<file path="config.mk">
export PLATFORM = sky130hd
export DESIGN_NAME = qdp_core
export DESIGN_NICKNAME = d
export VERILOG_FILES = /design/src/logic/qdp_pkg.sv /design/src/logic/qdp_sync.sv /design/src/logic/qdp_nv_timer.sv /design/src/logic/qdp_core.sv
export VERILOG_INCLUDE_DIRS = /design/src /design/src/logic
export SDC_FILE = /design/constraint.sdc
export NUM_CORES = 1
export LEC_CHECK = 0
export ABC_AREA = 1
export BUFFER_PORTS_ARGS = -buffer_cell sky130_fd_sc_hd__buf_4
export CAP_MARGIN = 10
export CORE_UTILIZATION = 30
export CTS_CLUSTER_DIAMETER = 150
export DETAILED_ROUTE_END_ITERATION = 10
export PLACE_DENSITY = 0.53
export SYNTH_ARGS = -nofsm -noshare
export SYNTH_HDL_FRONTEND = slang
export SYNTH_HIERARCHICAL = 1
export SYNTH_SLANG_ARGS = --single-unit
</file>
<file path="constraint.sdc">
create_clock -name sys_clk -period 2.6 [get_ports sys_clk]
set_clock_uncertainty 0.1 [all_clocks]
set_input_delay 0.78 -clock sys_clk [delete_from_list [all_inputs] [get_ports sys_clk]]
set_output_delay 0.78 -clock sys_clk [all_outputs]
set_load 0.02 [all_outputs]
</file>
<file path="src/logic/qdp_params.svh">
// Constants of the quad digital pot register and control block
`ifndef QDP_PARAMS_SVH
`define QDP_PARAMS_SVH

`define QDP_NUM_CH          4
`define QDP_ADDR_LAST_CH    4'h3
`define QDP_ADDR_GP_LAST    4'h6
`define QDP_ADDR_RSVD       4'h7
`define QDP_ADDR_ACR        4'h8
`define QDP_NV_DEPTH        7
`define QDP_WIPER_PRESET    7'h40
`define QDP_ACR_VOL_BIT     7
`define QDP_ACR_SHUTDOWN_CONTROL_BIT    6
`define QDP_ACR_BUSY_BIT    5
`define QDP_VOL_RST         1'b0
`define QDP_SHUTDOWN_CONTROL_RST        1'b1
`define QDP_ID_PREFIX       4'hA
`define QDP_NV_WRITE_MS     20
`define QDP_CLK_KHZ         125000
`define QDP_PU_LOAD_CYCLES  8'h10

`endif

</file>
<file path="src/logic/qdp_pkg.sv">
// Types of the quad digital pot register and control block
package qdp_pkg;

  typedef enum logic [2:0] {
    QDP_IDLE, QDP_RX, QDP_ACK, QDP_TX, QDP_RACK
  } qdp_bus_state_t;

  typedef enum logic [1:0] {
    QDP_PH_ID, QDP_PH_ADDR, QDP_PH_DATA
  } qdp_phase_t;

  typedef enum logic [1:0] {
    QDP_PU_PRESET, QDP_PU_LOAD, QDP_PU_RUN
  } qdp_pu_t;

  typedef struct packed {
    qdp_bus_state_t  state;
    qdp_phase_t      phase;
    qdp_pu_t         pu;
    logic [7:0]      pu_cnt;
    logic [3:0]      bit_cnt;
    logic [7:0]      shreg;
    logic            rw;
    logic            acked;
    logic [3:0]      ptr;
    logic            sda_oe;
    logic [3:0][6:0] wiper;
    logic            volatile_select;
    logic            shutdown_control_bit;
    logic            nv_pend;
    logic            scl_prev;
    logic            sda_prev;
    logic            pot_shutdown;
  } qdp_state_t;

  typedef struct packed {
    logic        busy;
    logic [31:0] cnt;
  } qdp_timer_t;

endpackage

</file>
<file path="src/logic/qdp_sync.sv">
// Two flip-flop synchroniser, one per input bit
`timescale 1ns/10ps
`default_nettype none

module qdp_sync #(
  parameter int unsigned      W       = 1,
  parameter logic [W-1:0]     RST_VAL = '1
) (
  // Clock and reset
  input  wire logic         sys_clk,
  input  wire logic         rst_n,
  // Data
  input  wire logic [W-1:0] async_in,
  output logic      [W-1:0] sync_out
);

  genvar i;
  generate
    for (i = 0; i < W; i++) begin : g_bit
      logic meta_q;
      logic stab_q;
      always_ff @(posedge sys_clk or negedge rst_n) begin
        if (!rst_n) begin
          meta_q <= RST_VAL[i];
          stab_q <= RST_VAL[i];
        end else begin
          meta_q <= async_in[i];
          stab_q <= meta_q;
        end
      end
      assign sync_out[i] = stab_q;
    end
  endgenerate

endmodule

`default_nettype wire

</file>
<file path="src/logic/qdp_nv_timer.sv">
// Self-timed non-volatile write cycle timer
`timescale 1ns/10ps
`default_nettype none

module qdp_nv_timer
  import qdp_pkg::*;
#(
  parameter int unsigned CYCLES = 2500000
) (
  // Clock and reset
  input  wire logic sys_clk,
  input  wire logic rst_n,
  // Control
  input  wire logic start,
  output logic      busy
);

  qdp_timer_t q;
  qdp_timer_t d;

  always_comb begin
    d = q;
    if (q.busy) begin
      if (q.cnt == 32'h0000_0001) begin
        d.busy = 1'b0;
      end
      d.cnt = q.cnt - 32'h0000_0001;
    end else if (start) begin
      d.busy = 1'b1;
      d.cnt  = CYCLES;
    end
  end

  always_ff @(posedge sys_clk or negedge rst_n) begin
    if (!rst_n) begin
      q <= '0;
    end else begin
      q <= d;
    end
  end

  assign busy = q.busy;

endmodule

`default_nettype wire

</file>
<file path="src/logic/qdp_core.sv">
// Register bank, serial slave and shutdown control of a quad digital pot
`timescale 1ns/10ps
`default_nettype none
`include "qdp_params.svh"

module qdp_core
  import qdp_pkg::*;
#(
  parameter int unsigned NV_WRITE_CYCLES = `QDP_NV_WRITE_MS * `QDP_CLK_KHZ
) (
  // Clock and reset
  input  wire logic       sys_clk,
  input  wire logic       rst_n,
  // Serial bus
  input  wire logic       scl_in,
  input  wire logic       sda_in,
  output logic            sda_out,
  output logic            sda_oe,
  // Straps and shutdown pin
  input  wire logic [2:0] slave_addr_pins,
  input  wire logic       shutdown_n_pin,
  // Potentiometer side
  output logic      [6:0] wiper_terminal_ch0,
  output logic      [6:0] wiper_terminal_ch1,
  output logic      [6:0] wiper_terminal_ch2,
  output logic      [6:0] wiper_terminal_ch3,
  output logic            pot_shutdown,
  output logic            nv_write_busy
);

  qdp_state_t q;
  qdp_state_t d;
  logic [5:0] sync_s;
  logic       scl_s;
  logic       sda_s;
  logic       shutdown_control_s;
  logic [2:0] addr_s;
  logic       scl_rise;
  logic       scl_fall;
  logic       start_c;
  logic       stop_c;
  logic       busy;
  logic       nv_start;
  logic       nv_we;
  logic [7:0] rd_data;
  logic       wr_commit;
  logic       ptr_inc;
  logic [7:0] nv_mem [`QDP_NV_DEPTH];

  qdp_sync #(
    .W       (6),
    .RST_VAL (6'h3F)
  ) u_sync (
    .sys_clk  (sys_clk),
    .rst_n    (rst_n),
    .async_in ({scl_in, sda_in, shutdown_n_pin, slave_addr_pins}),
    .sync_out (sync_s)
  );

  assign scl_s  = sync_s[5];
  assign sda_s  = sync_s[4];
  assign shutdown_control_s = sync_s[3];
  assign addr_s = sync_s[2:0];

  qdp_nv_timer #(
    .CYCLES (NV_WRITE_CYCLES)
  ) u_nv_timer (
    .sys_clk (sys_clk),
    .rst_n   (rst_n),
    .start   (nv_start),
    .busy    (busy)
  );

  assign scl_rise = scl_s & ~q.scl_prev;
  assign scl_fall = ~scl_s & q.scl_prev;
  assign start_c  = scl_s & q.scl_prev & q.sda_prev & ~sda_s;
  assign stop_c   = scl_s & q.scl_prev & ~q.sda_prev & sda_s;

  always_comb begin
    rd_data = 8'h00;
    if (q.ptr <= `QDP_ADDR_LAST_CH) begin
      rd_data = q.volatile_select ? {1'b0, q.wiper[q.ptr[1:0]]} : nv_mem[q.ptr[2:0]];
    end else if (q.ptr <= `QDP_ADDR_GP_LAST) begin
      rd_data = nv_mem[q.ptr[2:0]];
    end else if (q.ptr == `QDP_ADDR_ACR) begin
      rd_data[`QDP_ACR_VOL_BIT]  = q.volatile_select;
      rd_data[`QDP_ACR_SHUTDOWN_CONTROL_BIT] = q.shutdown_control_bit;
      rd_data[`QDP_ACR_BUSY_BIT] = busy;
    end
  end

  always_comb begin
    d          = q;
    nv_start   = 1'b0;
    nv_we      = 1'b0;
    wr_commit  = 1'b0;
    ptr_inc    = 1'b0;
    d.scl_prev = scl_s;
    d.sda_prev = sda_s;
    d.pot_shutdown = ~(shutdown_control_s & q.shutdown_control_bit);

    case (q.pu)
      // wipers hold preset until stores are readable
      QDP_PU_PRESET: begin
        d.pu_cnt = q.pu_cnt + 8'h01;
        if (q.pu_cnt == `QDP_PU_LOAD_CYCLES) begin
          d.pu = QDP_PU_LOAD;
        end
      end
      QDP_PU_LOAD: begin
        for (int i = 0; i < `QDP_NUM_CH; i++) begin
          d.wiper[i] = nv_mem[i][6:0];
        end
        d.pu = QDP_PU_RUN;
      end
      QDP_PU_RUN: begin
      end
      default: d.pu = QDP_PU_PRESET;
    endcase

    if (stop_c) begin
      d.state  = QDP_IDLE;
      d.sda_oe = 1'b0;
      if (q.nv_pend) begin
        nv_start  = 1'b1;
        d.nv_pend = 1'b0;
      end
    end else if (start_c && q.pu == QDP_PU_RUN) begin
      // Start is ignored during power-up
      d.state   = QDP_RX;
      d.phase   = QDP_PH_ID;
      d.bit_cnt = 4'h0;
      d.sda_oe  = 1'b0;
    end else begin
      case (q.state)
        QDP_IDLE: begin
        end
        QDP_RX: begin
          if (scl_rise) begin
            d.shreg   = {q.shreg[6:0], sda_s};
            d.bit_cnt = q.bit_cnt + 4'h1;
          end else if (scl_fall && q.bit_cnt == 4'h8) begin
            d.bit_cnt = 4'h0;
            case (q.phase)
              QDP_PH_ID: begin
                if (q.shreg[7:1] == {`QDP_ID_PREFIX, addr_s}) begin
                  d.rw     = q.shreg[0];
                  d.state  = QDP_ACK;
                  d.sda_oe = 1'b1;
                end else begin
                  d.state = QDP_IDLE;
                end
              end
              QDP_PH_ADDR: begin
                d.ptr    = q.shreg[3:0];
                d.phase  = QDP_PH_DATA;
                d.state  = QDP_ACK;
                d.sda_oe = 1'b1;
              end
              default: begin
                wr_commit = 1'b1;
                ptr_inc   = 1'b1;
                d.state   = QDP_ACK;
                d.sda_oe  = 1'b1;
              end
            endcase
          end
        end
        QDP_ACK: begin
          if (scl_fall) begin
            d.sda_oe = 1'b0;
            d.state  = QDP_RX;
            if (q.phase == QDP_PH_ID && q.rw) begin
              d.state   = QDP_TX;
              d.shreg   = rd_data;
              d.sda_oe  = ~rd_data[7];
              d.bit_cnt = 4'h0;
            end else if (q.phase == QDP_PH_ID) begin
              d.phase = QDP_PH_ADDR;
            end
          end
        end
        QDP_TX: begin
          if (scl_fall) begin
            d.bit_cnt = q.bit_cnt + 4'h1;
            if (q.bit_cnt == 4'h7) begin
              d.sda_oe = 1'b0;
              d.state  = QDP_RACK;
            end else begin
              d.shreg  = {q.shreg[6:0], 1'b0};
              d.sda_oe = ~q.shreg[6];
            end
          end
        end
        QDP_RACK: begin
          if (scl_rise) begin
            d.acked = ~sda_s;
            ptr_inc = 1'b1;
          end else if (scl_fall) begin
            if (q.acked) begin
              d.state   = QDP_TX;
              d.shreg   = rd_data;
              d.sda_oe  = ~rd_data[7];
              d.bit_cnt = 4'h0;
            end else begin
              d.state = QDP_IDLE;
            end
          end
        end
        default: d.state = QDP_IDLE;
      endcase
    end

    // writes ignored while busy; shutdown does not block them
    if (wr_commit && !busy) begin
      if (q.ptr <= `QDP_ADDR_LAST_CH) begin
        // channel select, routing, store also loads wiper
        d.wiper[q.ptr[1:0]] = q.shreg[6:0];
        if (!q.volatile_select) begin
          nv_we     = 1'b1;
          d.nv_pend = 1'b1;
        end
      end else if (q.ptr <= `QDP_ADDR_GP_LAST) begin
        nv_we     = 1'b1;
        d.nv_pend = 1'b1;
      end else if (q.ptr == `QDP_ADDR_ACR) begin
        d.volatile_select      = q.shreg[`QDP_ACR_VOL_BIT];
        d.shutdown_control_bit = q.shreg[`QDP_ACR_SHUTDOWN_CONTROL_BIT];
      end
    end

    if (ptr_inc) begin
      d.ptr = (q.ptr >= `QDP_ADDR_ACR) ? 4'h0 : q.ptr + 4'h1;
    end
  end

  always_ff @(posedge sys_clk or negedge rst_n) begin
    if (!rst_n) begin
      q              <= '0;
      q.state        <= QDP_IDLE;
      q.phase        <= QDP_PH_ID;
      q.pu           <= QDP_PU_PRESET;
      q.wiper        <= {`QDP_NUM_CH{`QDP_WIPER_PRESET}};
      q.volatile_select          <= `QDP_VOL_RST;
      q.shutdown_control_bit     <= `QDP_SHUTDOWN_CONTROL_RST;
      q.scl_prev     <= 1'b1;
      q.sda_prev     <= 1'b1;
    end else begin
      q <= d;
    end
  end

  // stores have no reset so that they model retention
  always_ff @(posedge sys_clk) begin
    if (nv_we) begin
      nv_mem[q.ptr[2:0]] <= q.shreg;
    end
  end

  // tap follows wiper; shutdown only via pot_shutdown
  assign wiper_terminal_ch0 = q.wiper[0];
  assign wiper_terminal_ch1 = q.wiper[1];
  assign wiper_terminal_ch2 = q.wiper[2];
  assign wiper_terminal_ch3 = q.wiper[3];
  assign pot_shutdown       = q.pot_shutdown;
  assign nv_write_busy      = busy;
  assign sda_out            = 1'b0;
  assign sda_oe             = q.sda_oe;
endmodule

`default_nettype wire

</file>
After elaboration in Yosys (flattened, before gate mapping)
Memory sizes are Yosys's and may differ from the RTL's.
Index checks and enable logic that the tools add are counted.
{"block": "op_classes", "add_sub_neg": 4, "order_cmp": 5, "n_eq_ne": 47, "muxes": 93, "bitwise": 21, "n_reduce_logical": 28}
{"op": "2-to-1 mux 12 bit", "count": 6}
{"op": "2-to-1 mux 33 bit", "count": 2}
{"op": "2-to-1 mux 28 bit", "count": 2}
{"op": "one-hot mux 12 bit (4 select lines)", "count": 1}
{"op": "2-to-1 mux 4 bit", "count": 9}
{"op": "!= test 4 bit (second input constant)", "count": 9}
{"op": "2-to-1 mux 5 bit", "count": 7}
{"op": "2-to-1 mux 1 bit", "count": 33}
{"op": "!= test 3 bit (second input constant)", "count": 11}
{"op": "equality test 32 x 1 -> 1 bit (second input constant)", "count": 1}
{"op": "2-to-1 mux 8 bit", "count": 4}
{"op": "subtractor 32 x 1 -> 32 bit (second input constant)", "count": 1}
{"op": "2-to-1 mux 31 bit", "count": 1}
{"op": "bitwise mux 28 bit", "count": 1}
{"op": "2-to-1 mux 2 bit", "count": 11}
{"op": "2-to-1 mux 3 bit", "count": 7}
{"op": "!= test 2 bit (second input constant)", "count": 10}
{"op": "AND reduction 9 bit", "count": 2}
{"op": "AND reduction 8 bit", "count": 2}
{"op": "one-hot mux 3 bit (5 select lines)", "count": 1}
{"op": "binary-select mux 7 bit (select 2 bit)", "count": 1}
{"op": "demux 7 bit (select 2 bit)", "count": 1}
{"op": "2-to-1 mux 7 bit", "count": 2}
{"op": "NOT 1 bit", "count": 13}
{"op": "39 further kinds", "count": 60}
{"block": "word_totals", "regBits": 113, "mem_bits_rw": 56, "inputBits": 8, "output_inout_bits": 32, "elab_cells": 233, "mem_count": 1}
{"name": "nv_mem", "depth": 7, "word_bits": 8, "read_ports": 5, "rd_clocked_by_memory_dff": 0, "wr": 1, "line_no": "qdp_core.sv:48", "source": "logic [7:0] nv_mem [`QDP_NV_DEPTH];"}

Depth between registers and ports, before layout
Gate-level depths: netlist of run 1.
{"block": "depth", "depth_word": 12, "mapped_depth": 13, "depth_no_buf": 13}

By module
Netlist of run 1, hierarchy kept.
{"module": "qdp_core", "n_inst": 1, "cells_per_inst": 846, "area_per_inst_um2": 7138.1, "seq_area_each_um2": 3602.2}
{"module": "qdp_nv_timer", "n_inst": 1, "cells_per_inst": 281, "area_per_inst_um2": 1974.4, "seq_area_each_um2": 825.8}
{"module": "qdp_sync", "n_inst": 1, "cells_per_inst": 18, "area_per_inst_um2": 360.3, "seq_area_each_um2": 315.3}

Worst setup path after synthesis of run 1
OpenSTA, ideal clock, no wires.
{"block": "synth_path", "kind": "reg-to-reg", "start": "register q[49] (netlist name)", "end": "memory nv_mem[6][0] (enable)", "setup_time_ns": 0.370, "arrival_time_ns": 1.801, "t_required_ns": 2.130, "path_slack_ns": 0.328, "path_stages_with_launch": 9, "n_path_buf": 0, "synth_period_minus_slack_ns": 2.272, "cell_sequence": "dfrtp_1 -> inv_1 -> ha_1 -> nand2_2 -> nor3_4 -> nand3_4 -> nor2_8 -> nand4_1 -> nor2_1"}
{"item": "end: declaration", "line_no": "qdp_core.sv:48"}

==> run metrics, run 1 <==
Clk pin slew, worst setup/hold paths 80 ps; synthesized area roughly 9500 µm²; Switching Power about 0.0027 W; Clock Latency Late Sink 450 ps; Post-synth EDFFs 63; RSZ-0062 raised after global routing no; combinational fraction of design power 0.217; top cells by area, synth dfrtp_1 25%, edfxtp_1 20%, nand2_1 11%; static leakage 4.81 nW; initial antenna violation count 0; slew at the pin closest to its max-slew limit roughly 940 ps; clk sink count roughly 180; vias after detailed routing roughly 7,500; cell family with most CP delay simple AND/OR/NAND/NOR gates; Arr. time, crit path 2390 ps; PwrDens 727 nW/µm²; Buf/Inv on CP 2; total CTS buffers 17; Layout Area Growth over Synthesis 13.1%; Syn Inst Count roughly 1,100; crit path cell chain inv_1, ha_1, nand2_2, nor3_4, nand3_4, nor2_8, nand4_1, nor2_1, buf_4; switch share 0.346; max_cap viols 0; Final Critical Period 2340 ps; drt drc 4; Final setup viols 0; CP max FO 6; DIE AREA roughly 32,000 µm²; Slew Limit Fails 0; Max VDD drop between 0.0005 and 0.0006 V; starting DRC count in detailed routing between 600 and 700; number of gates resized after CTS 0; Yosys top cell area share 0.248; drt wl/cell ~15 µm; TritonRoute pass-1 iters 10; ys flop type dfrtp_1; Initial Util 0.307; core area between 30,000 and 40,000 µm²; crit path launch type flip-flop; Critical-path top delay cell dfrtp_1; diode count 0; vias per cell roughly 4.7; Yosys Warn Count 6; Horiz. Die Dim 180 µm; post-CTS setup buffers 0; status complete, but fails checks; hold_buf cts 0; root buffer cell clkbuf_16; Clock power frac 0.342; Overall Global Routing Usage 0.158; Port Buffers 38; Clock Path Buffers 2; ys async rst share 0.642; #FFs+latches synth approximately 180; relative slew slack 0.371; Max stage delay on crit path 410 ps; Routed WL ~24,000 µm; Detail Route Antenna Nets 0; CP Data Required Time 2650 ps; vias in the first global route 7,244; grt ovf 0; Tightest Hold Check Type in -> async; fmax between 0.4 and 0.5 GHz; crit share post-route 0.902; CTS tree done; failing checks design-rule violations; synth unique cells 46; first-pass GRT wire length roughly 40,000 µm; H-tree depth 4; largest net degree at the start of global routing 50; Top Ports 40; Nets about 1,200; syn_area_per_cell roughly 8.3 µm²; register area share after synthesis 0.501; layout cells sized above 1 0.162; cell taking the most area after synthesis dfrtp_1; GPL Wtd Cong between 0.8 and 0.9; kind of critical path reg -> reg; Layout fillers 3,210; setup TNS after final layout 0 ps; internal power just over 0.005 W; Sequential Power Share 0.440; crit end category flip-flop; Hold Fails Final Rpt 0; WHS 223 ps; # rows 64; dpl hpwl 17,300 µm; Die Height between 150 and 200 µm
[synth_stat cells, types with 11 or more instances]
library cell,count
nand2_1,290
nand3_1,137
nor2_1,121
inv_1,117
dfrtp_1,94
edfxtp_1,63
o21ai_0,57
buf_4,37
o21ai_1,35
inv_2,20
dfstp_2,19
nand3_2,18
nand4_1,17
a21oi_1,15
buf_2,11
[power by group through the flow]
stage | Combinational [W] | Sequential [W] | Clock [W]
floorplan | 0.00102 | 0.00349 | 0
global placement | 0.00169 | 0.00348 | 0
detailed placement | 0.00169 | 0.00348 | 0
global route | 0.00191 | 0.00345 | 0.00287
finish | 0.00170 | 0.00343 | 0.00267
CTS | 0.00170 | 0.00343 | 0.00274
[area by class of cell]
cell class                      instances  area (µm²)  area share
Timing Repair Buffer                   71         571      0.0532
Sequential cell                       176        4740       0.443
Multi-Input combinational cell        774        3780       0.352
Clock buffer                           17         425      0.0397
Clock inverter                         15         193      0.0180
Tap cell                              396         495      0.0462
Inverter                              137         514      0.0480
[metrics by stage]
step / utilization / cells / area [µm²] / power (W) / worst slack [ps]
floorplan: - / 1152 / 9500 / 0.00451 / 328
global placement: 0.328 / 1554 / 10100 / 0.00517 / 277
detailed placement: 0.328 / 1554 / 10100 / 0.00518 / 251
CTS: 0.348 / 1586 / 10700 / 0.00787 / 229
global route: 0.348 / 1586 / 10700 / 0.00823 / 117
finish: 0.348 / 1586 / 10700 / 0.00780 / 256
[registers in the layout, summed over array words and instances (netlist names)]
name / flops
u_sync/g_bit.stab_q: 6
wiper_terminal_ch1: 7
u_nv_timer/q: 32
nv_mem: 63
q: 38
u_sync/g_bit.meta_q: 6
pot_shutdown: 1
wiper_terminal_ch3: 7
wiper_terminal_ch2: 7
wiper_terminal_ch0: 7
u_nv_timer/busy: 1
sda_oe: 1
[cell families after synthesis]
group	share of synthesized area
compound gates	0.0670
xor+xnor	0.00647
fa+ha+maj	0.0132
buf+inv	0.103
flops	0.501
other cells	0.000396
simple gates	0.309
[worst register-to-register path, cell delays in order (launching register included)]
cell and delay (ps):
dfrtp_1 410, inv_1 110, ha_1 160, nand2_2 70, nor3_4 230, nand3_4 140, nor2_8 140, nand4_1 210
nor2_1 280, buf_4 210
[routing by layer]
layer	GRT usage	part of all wire	vias up	wire length (µm)
li1	-	-	3741	-
met1	0.219	0.48	3525	11500
met2	0.247	0.46	188	11200
met3	0.0322	0.047	25	1150
met4	0.0503	0.017	0	422
met5	0	0	-	0
[worst paths after layout]
path,startpoint,to,slack [ps],cells after the start
setup / recovery,q[49]$_DFFE_PN0P_,nv_mem[4][0]$_DFFE_PP_,260,9
hold reg to reg,u_sync/g_bit[2].meta_q$_DFF_PN1_,u_sync/g_bit[2].stab_q$_DFF_PN1_,250,0
min in group sys_clk,u_sync/g_bit[2].meta_q$_DFF_PN1_,u_sync/g_bit[2].stab_q$_DFF_PN1_,250,0
max in group asynchronous,rst_n,u_sync/g_bit[4].meta_q$_DFF_PN1_,1500,2
hold / removal,rst_n,wiper_terminal_ch3[5]$_DFF_PN0_,220,1
setup reg to reg,q[49]$_DFFE_PN0P_,nv_mem[4][0]$_DFFE_PP_,260,9
[placed cells by master (no fill, tap or decap), types with 4 or more instances in the layout]
cell type | Yosys | layout
nor2_1 | 121 | 121
o21ai_1 | 35 | 35
nand3_1 | 137 | 137
nand3_4 | 5 | 5
buf_4 | 37 | 68
inv_1 | 117 | 117
nand4_1 | 17 | 17
xor2_1 | 7 | 7
nand2_1 | 290 | 290
inv_6 | 0 | 4
nor2_4 | 8 | 8
dfstp_2 | 19 | 19
inv_2 | 20 | 20
nor2_2 | 6 | 6
edfxtp_1 | 63 | 63
nor3_1 | 8 | 8
ha_1 | 10 | 10
clkinv_8 | 0 | 5
o21ai_0 | 57 | 57
a21oi_1 | 15 | 15
dfrtp_1 | 94 | 94
nand2_2 | 6 | 6
clkbuf_16 | 0 | 17
nand3_2 | 18 | 18
conb_1 | 1 | 8
No activity file was read; power rests on OpenSTA's default activity.
==> inputs of run 2 (changes only) <==
--- a/config.mk
+++ b/config.mk
@@ -15,5 +15,4 @@
 export PLACE_DENSITY = 0.53
 export SYNTH_ARGS = -nofsm -noshare
 export SYNTH_HDL_FRONTEND = slang
-export SYNTH_HIERARCHICAL = 1
 export SYNTH_SLANG_ARGS = --single-unit
==> run 2 against run 1 <==
Compared with the run above:
- synthesized cell count is 7.6% lower
- cell count is 5.4% lower
- combinational power grew to 2.6 times the previous value
- power is 42% higher
- hold slack better by 35 ps
- count of clock-buffer cells in the layout stayed put
- sequential power is 14% higher
- the flow now finishes without violations
- maximum frequency is 1.5% higher
==> run metrics, run 2 <==
post-CTS setup buffers 0 (unchanged); #FFs+latches synth 177 (was 176); Hold Path End u_sync.g_bit[2].stab_q$_DFF_PN1_; CP max FO 8 (was 6); PnR worst setup slack 290 ps (was 256 ps); starting DRC count in detailed routing 547 (was 649); ys async rst share 0.638 (was 0.642); vias after detailed routing 7,008 (was 7,479); Final Critical Period 2310 ps (was 2340 ps); Clock Path Buffers 2 (unchanged); crit end category flip-flop (unchanged); max_cap viols 0 (unchanged); Arr. time, crit path 2360 ps (was 2390 ps); register area share after synthesis 0.522 (was 0.501); commonest non-fill, non-tap cell in the layout nand2_1 (unchanged); DIE AREA 31,200 µm² (was 32,300 µm²); Layout Area Growth over Synthesis 14.7% (was 13.1%); pre-CTS WS 299 ps (was 251 ps); CP Data Required Time 2650 ps (about the same); total CTS buffers 17 (unchanged); Max VDD drop 0.000498 V (was 0.000573 V); Clk pin slew, worst setup/hold paths 80 ps (about the same); fin cells 1,501 (was 1,586); layout cells sized above 1 0.160 (was 0.162); drt drc 0 (was 4); CTS tree done (unchanged); most common library cells after synthesis 301 x nand2_1, 109 x nor2_1, 94 x dfrtp_1 (was 290 x nand2_1, 137 x nand3_1, 121 x nor2_1); syn_area_per_cell 8.64 µm² (was 8.27 µm²); design area 10,500 µm² (was 10,700 µm²); Die Height 177 µm (was 180 µm); relative slew slack 0.543 (was 0.371); crit share post-route 0.888 (was 0.902); fmax 0.433 GHz (was 0.427 GHz); TritonRoute pass-1 iters 5 (was 10); placed instance count 1,469 (was 1,554); Port Buffers 38 (unchanged); synth unique cells 45 (was 46); Clock Latency Late Sink 450 ps (about the same); Top Ports 40 (unchanged); Post-synth EDFFs 64 (was 63); PwrDens 1050 nW/µm² (was 727 nW/µm²); Syn Inst Count 1,058 (was 1,145); Slew Limit Fails 0 (unchanged); hold_buf cts 0 (unchanged); R2R Path Start q[49]$_DFFE_PN0P_ (unchanged); crit path launch type flip-flop (unchanged); # rows 63 (was 64); max FFs per register 64 (was 63); Horiz. Die Dim 177 µm (was 180 µm); Yosys Warn Count 0 (was 6); Routed WL 23,000 µm (was 24,300 µm); setup TNS after final layout 0 ps (unchanged); grt ovf 0 (unchanged); dpl hpwl 16,200 µm (was 17,300 µm); vias per cell 4.67 (was 4.72); Final setup viols 0 (unchanged); RSZ-0062 raised after global routing no (unchanged); ys flop type dfrtp_1 (unchanged); Tightest Hold Check Type reg -> reg (was in -> async); vias in the first global route 6,638 (was 7,244); core area 29,800 µm² (was 30,800 µm²); slew at the pin closest to its max-slew limit 686 ps (was 943 ps); top cells by area, synth dfrtp_1 26%, edfxtp_1 21%, nand2_1 12% (was dfrtp_1 25%, edfxtp_1 20%, nand2_1 11%); cell taking the most area after synthesis dfrtp_1 (unchanged); WHS Path Cells 0; initial antenna violation count 0 (unchanged); HP Start u_sync.g_bit[2].meta_q$_DFF_PN1_; Reg-to-Reg End nv_mem[4][5]$_DFFE_PP_ (was nv_mem[4][0]$_DFFE_PP_); Nets 1,116 (was 1,195); Detail Route Antenna Nets 0 (unchanged); number of gates resized after CTS 0 (unchanged); WHS 257 ps (was 223 ps); largest net degree at the start of global routing 114 (was 50); Initial Util 0.307 (about the same); Worst Reg2Reg Path Length in Cells 10 (was 9); static leakage 4.79 nW (was 4.81 nW); status completed (was complete, but fails checks); first-pass GRT wire length 36,900 µm (was 39,800 µm); kind of critical path reg -> reg (unchanged); root buffer cell clkbuf_16 (unchanged); Hold Fails Final Rpt 0 (unchanged); diode count 0 (unchanged); most instantiated library cell after synthesis nand2_1 (unchanged); dpl cell area 9850 µm² (was 10,100 µm²); synthesized area 9140 µm² (was 9470 µm²); GPL Wtd Cong 0.890 (was 0.864); worst reg-to-reg setup slack 290 ps (was 260 ps); clk sink count 177 (was 176); Yosys top cell area share 0.257 (was 0.248); drt wl/cell 15.3 µm (about the same); H-tree depth 4 (unchanged); commonest cells after routing, fill and taps aside 301 x nand2_1, 109 x nor2_1, 93 x inv_1, 93 x dfrtp_1, 92 x nand3_1 (was 290 x nand2_1, 137 x nand3_1, 121 x nor2_1); Overall Global Routing Usage 0.154 (was 0.158)
## run 2: cell types whose count changed after synthesis, sizes merged, moves of 6 or more
cell,change
nand2,+8
xor2,+6
buf,-8
nand3,-60
mux2,+23
o211ai,+8
nor2,-22
inv,-38
## run 2: cell type report
class | instances | area (µm²)
Clock buffer | 17 | 425
Clock inverter | 15 | 211
Fill cell | 3107 | 19300
Inverter | 100 | 375
Multi-Input combinational cell | 735 | 3680
Sequential cell | 177 | 4770
Tap cell | 390 | 488
Timing Repair Buffer | 67 | 541
## run 2: metrics by stage
stage | util | power, W
finish | 0.352 | 0.0111
global route | 0.352 | 0.0119
CTS | 0.352 | 0.0112
detailed placement | 0.331 | 0.00838
global placement | 0.331 | 0.00837
floorplan | - | 0.00692
## run 2: kinds of logic (layout without fill, tap and decap cells)
group	count (synthesis)	count (layout)	synth area share
muxes	25	25	0.0305
AOI/OAI and AO/OA	130	130	0.0814
DFF	177	177	0.522
adders and majority gates	10	10	0.0137
buffers and inverters	154	199	0.0792
and+or+nand+nor	546	546	0.258
xor gates and xnor gates	15	15	0.0144
other	1	9	0.000410
## run 2: where the power goes
group | internal (W) | switching, W
Clock | 0.00135 | 0.00137
Sequential | 0.00344 | 0.000466
Combinational | 0.00141 | 0.00301
Total | 0.00620 | 0.00485
## run 2: worst max-delay path by stage
stage                                  from                endpoint  slack, ps  depth (start not counted)
final                     q[49]$_DFFE_PN0P_  nv_mem[4][5]$_DFFE_PP_        290                         10
after global routing      q[49]$_DFFE_PN0P_  nv_mem[6][0]$_DFFE_PP_        160                         10
after CTS                 q[49]$_DFFE_PN0P_  nv_mem[5][5]$_DFFE_PP_        280                         10
after detailed placement  q[49]$_DFFE_PN0P_  nv_mem[5][5]$_DFFE_PP_        300                         10
after global placement    q[49]$_DFFE_PN0P_  nv_mem[5][5]$_DFFE_PP_        330                         10
after floorplan           q[66]$_DFFE_PN0P_  nv_mem[3][0]$_DFFE_PP_        420                          7
## run 2: per-layer routing
metal  up-vias  wire length (µm)  track usage
li1       3531                 -            -
met2       145             10600        0.241
met3        19              1010       0.0261
met1      3313             11200        0.221
met5         -                 0            0
met4         0               197       0.0370
## run 2: worst max-delay path: stages, from the launching register on
cell,delay [ps]
dfrtp_1,420
inv_1,90
ha_1,140
nand2_1,40
nand3b_1,260
nor2_1,150
nand4_1,80
nor2_1,240
nand2_1,180
nor2_1,130
buf_4,180
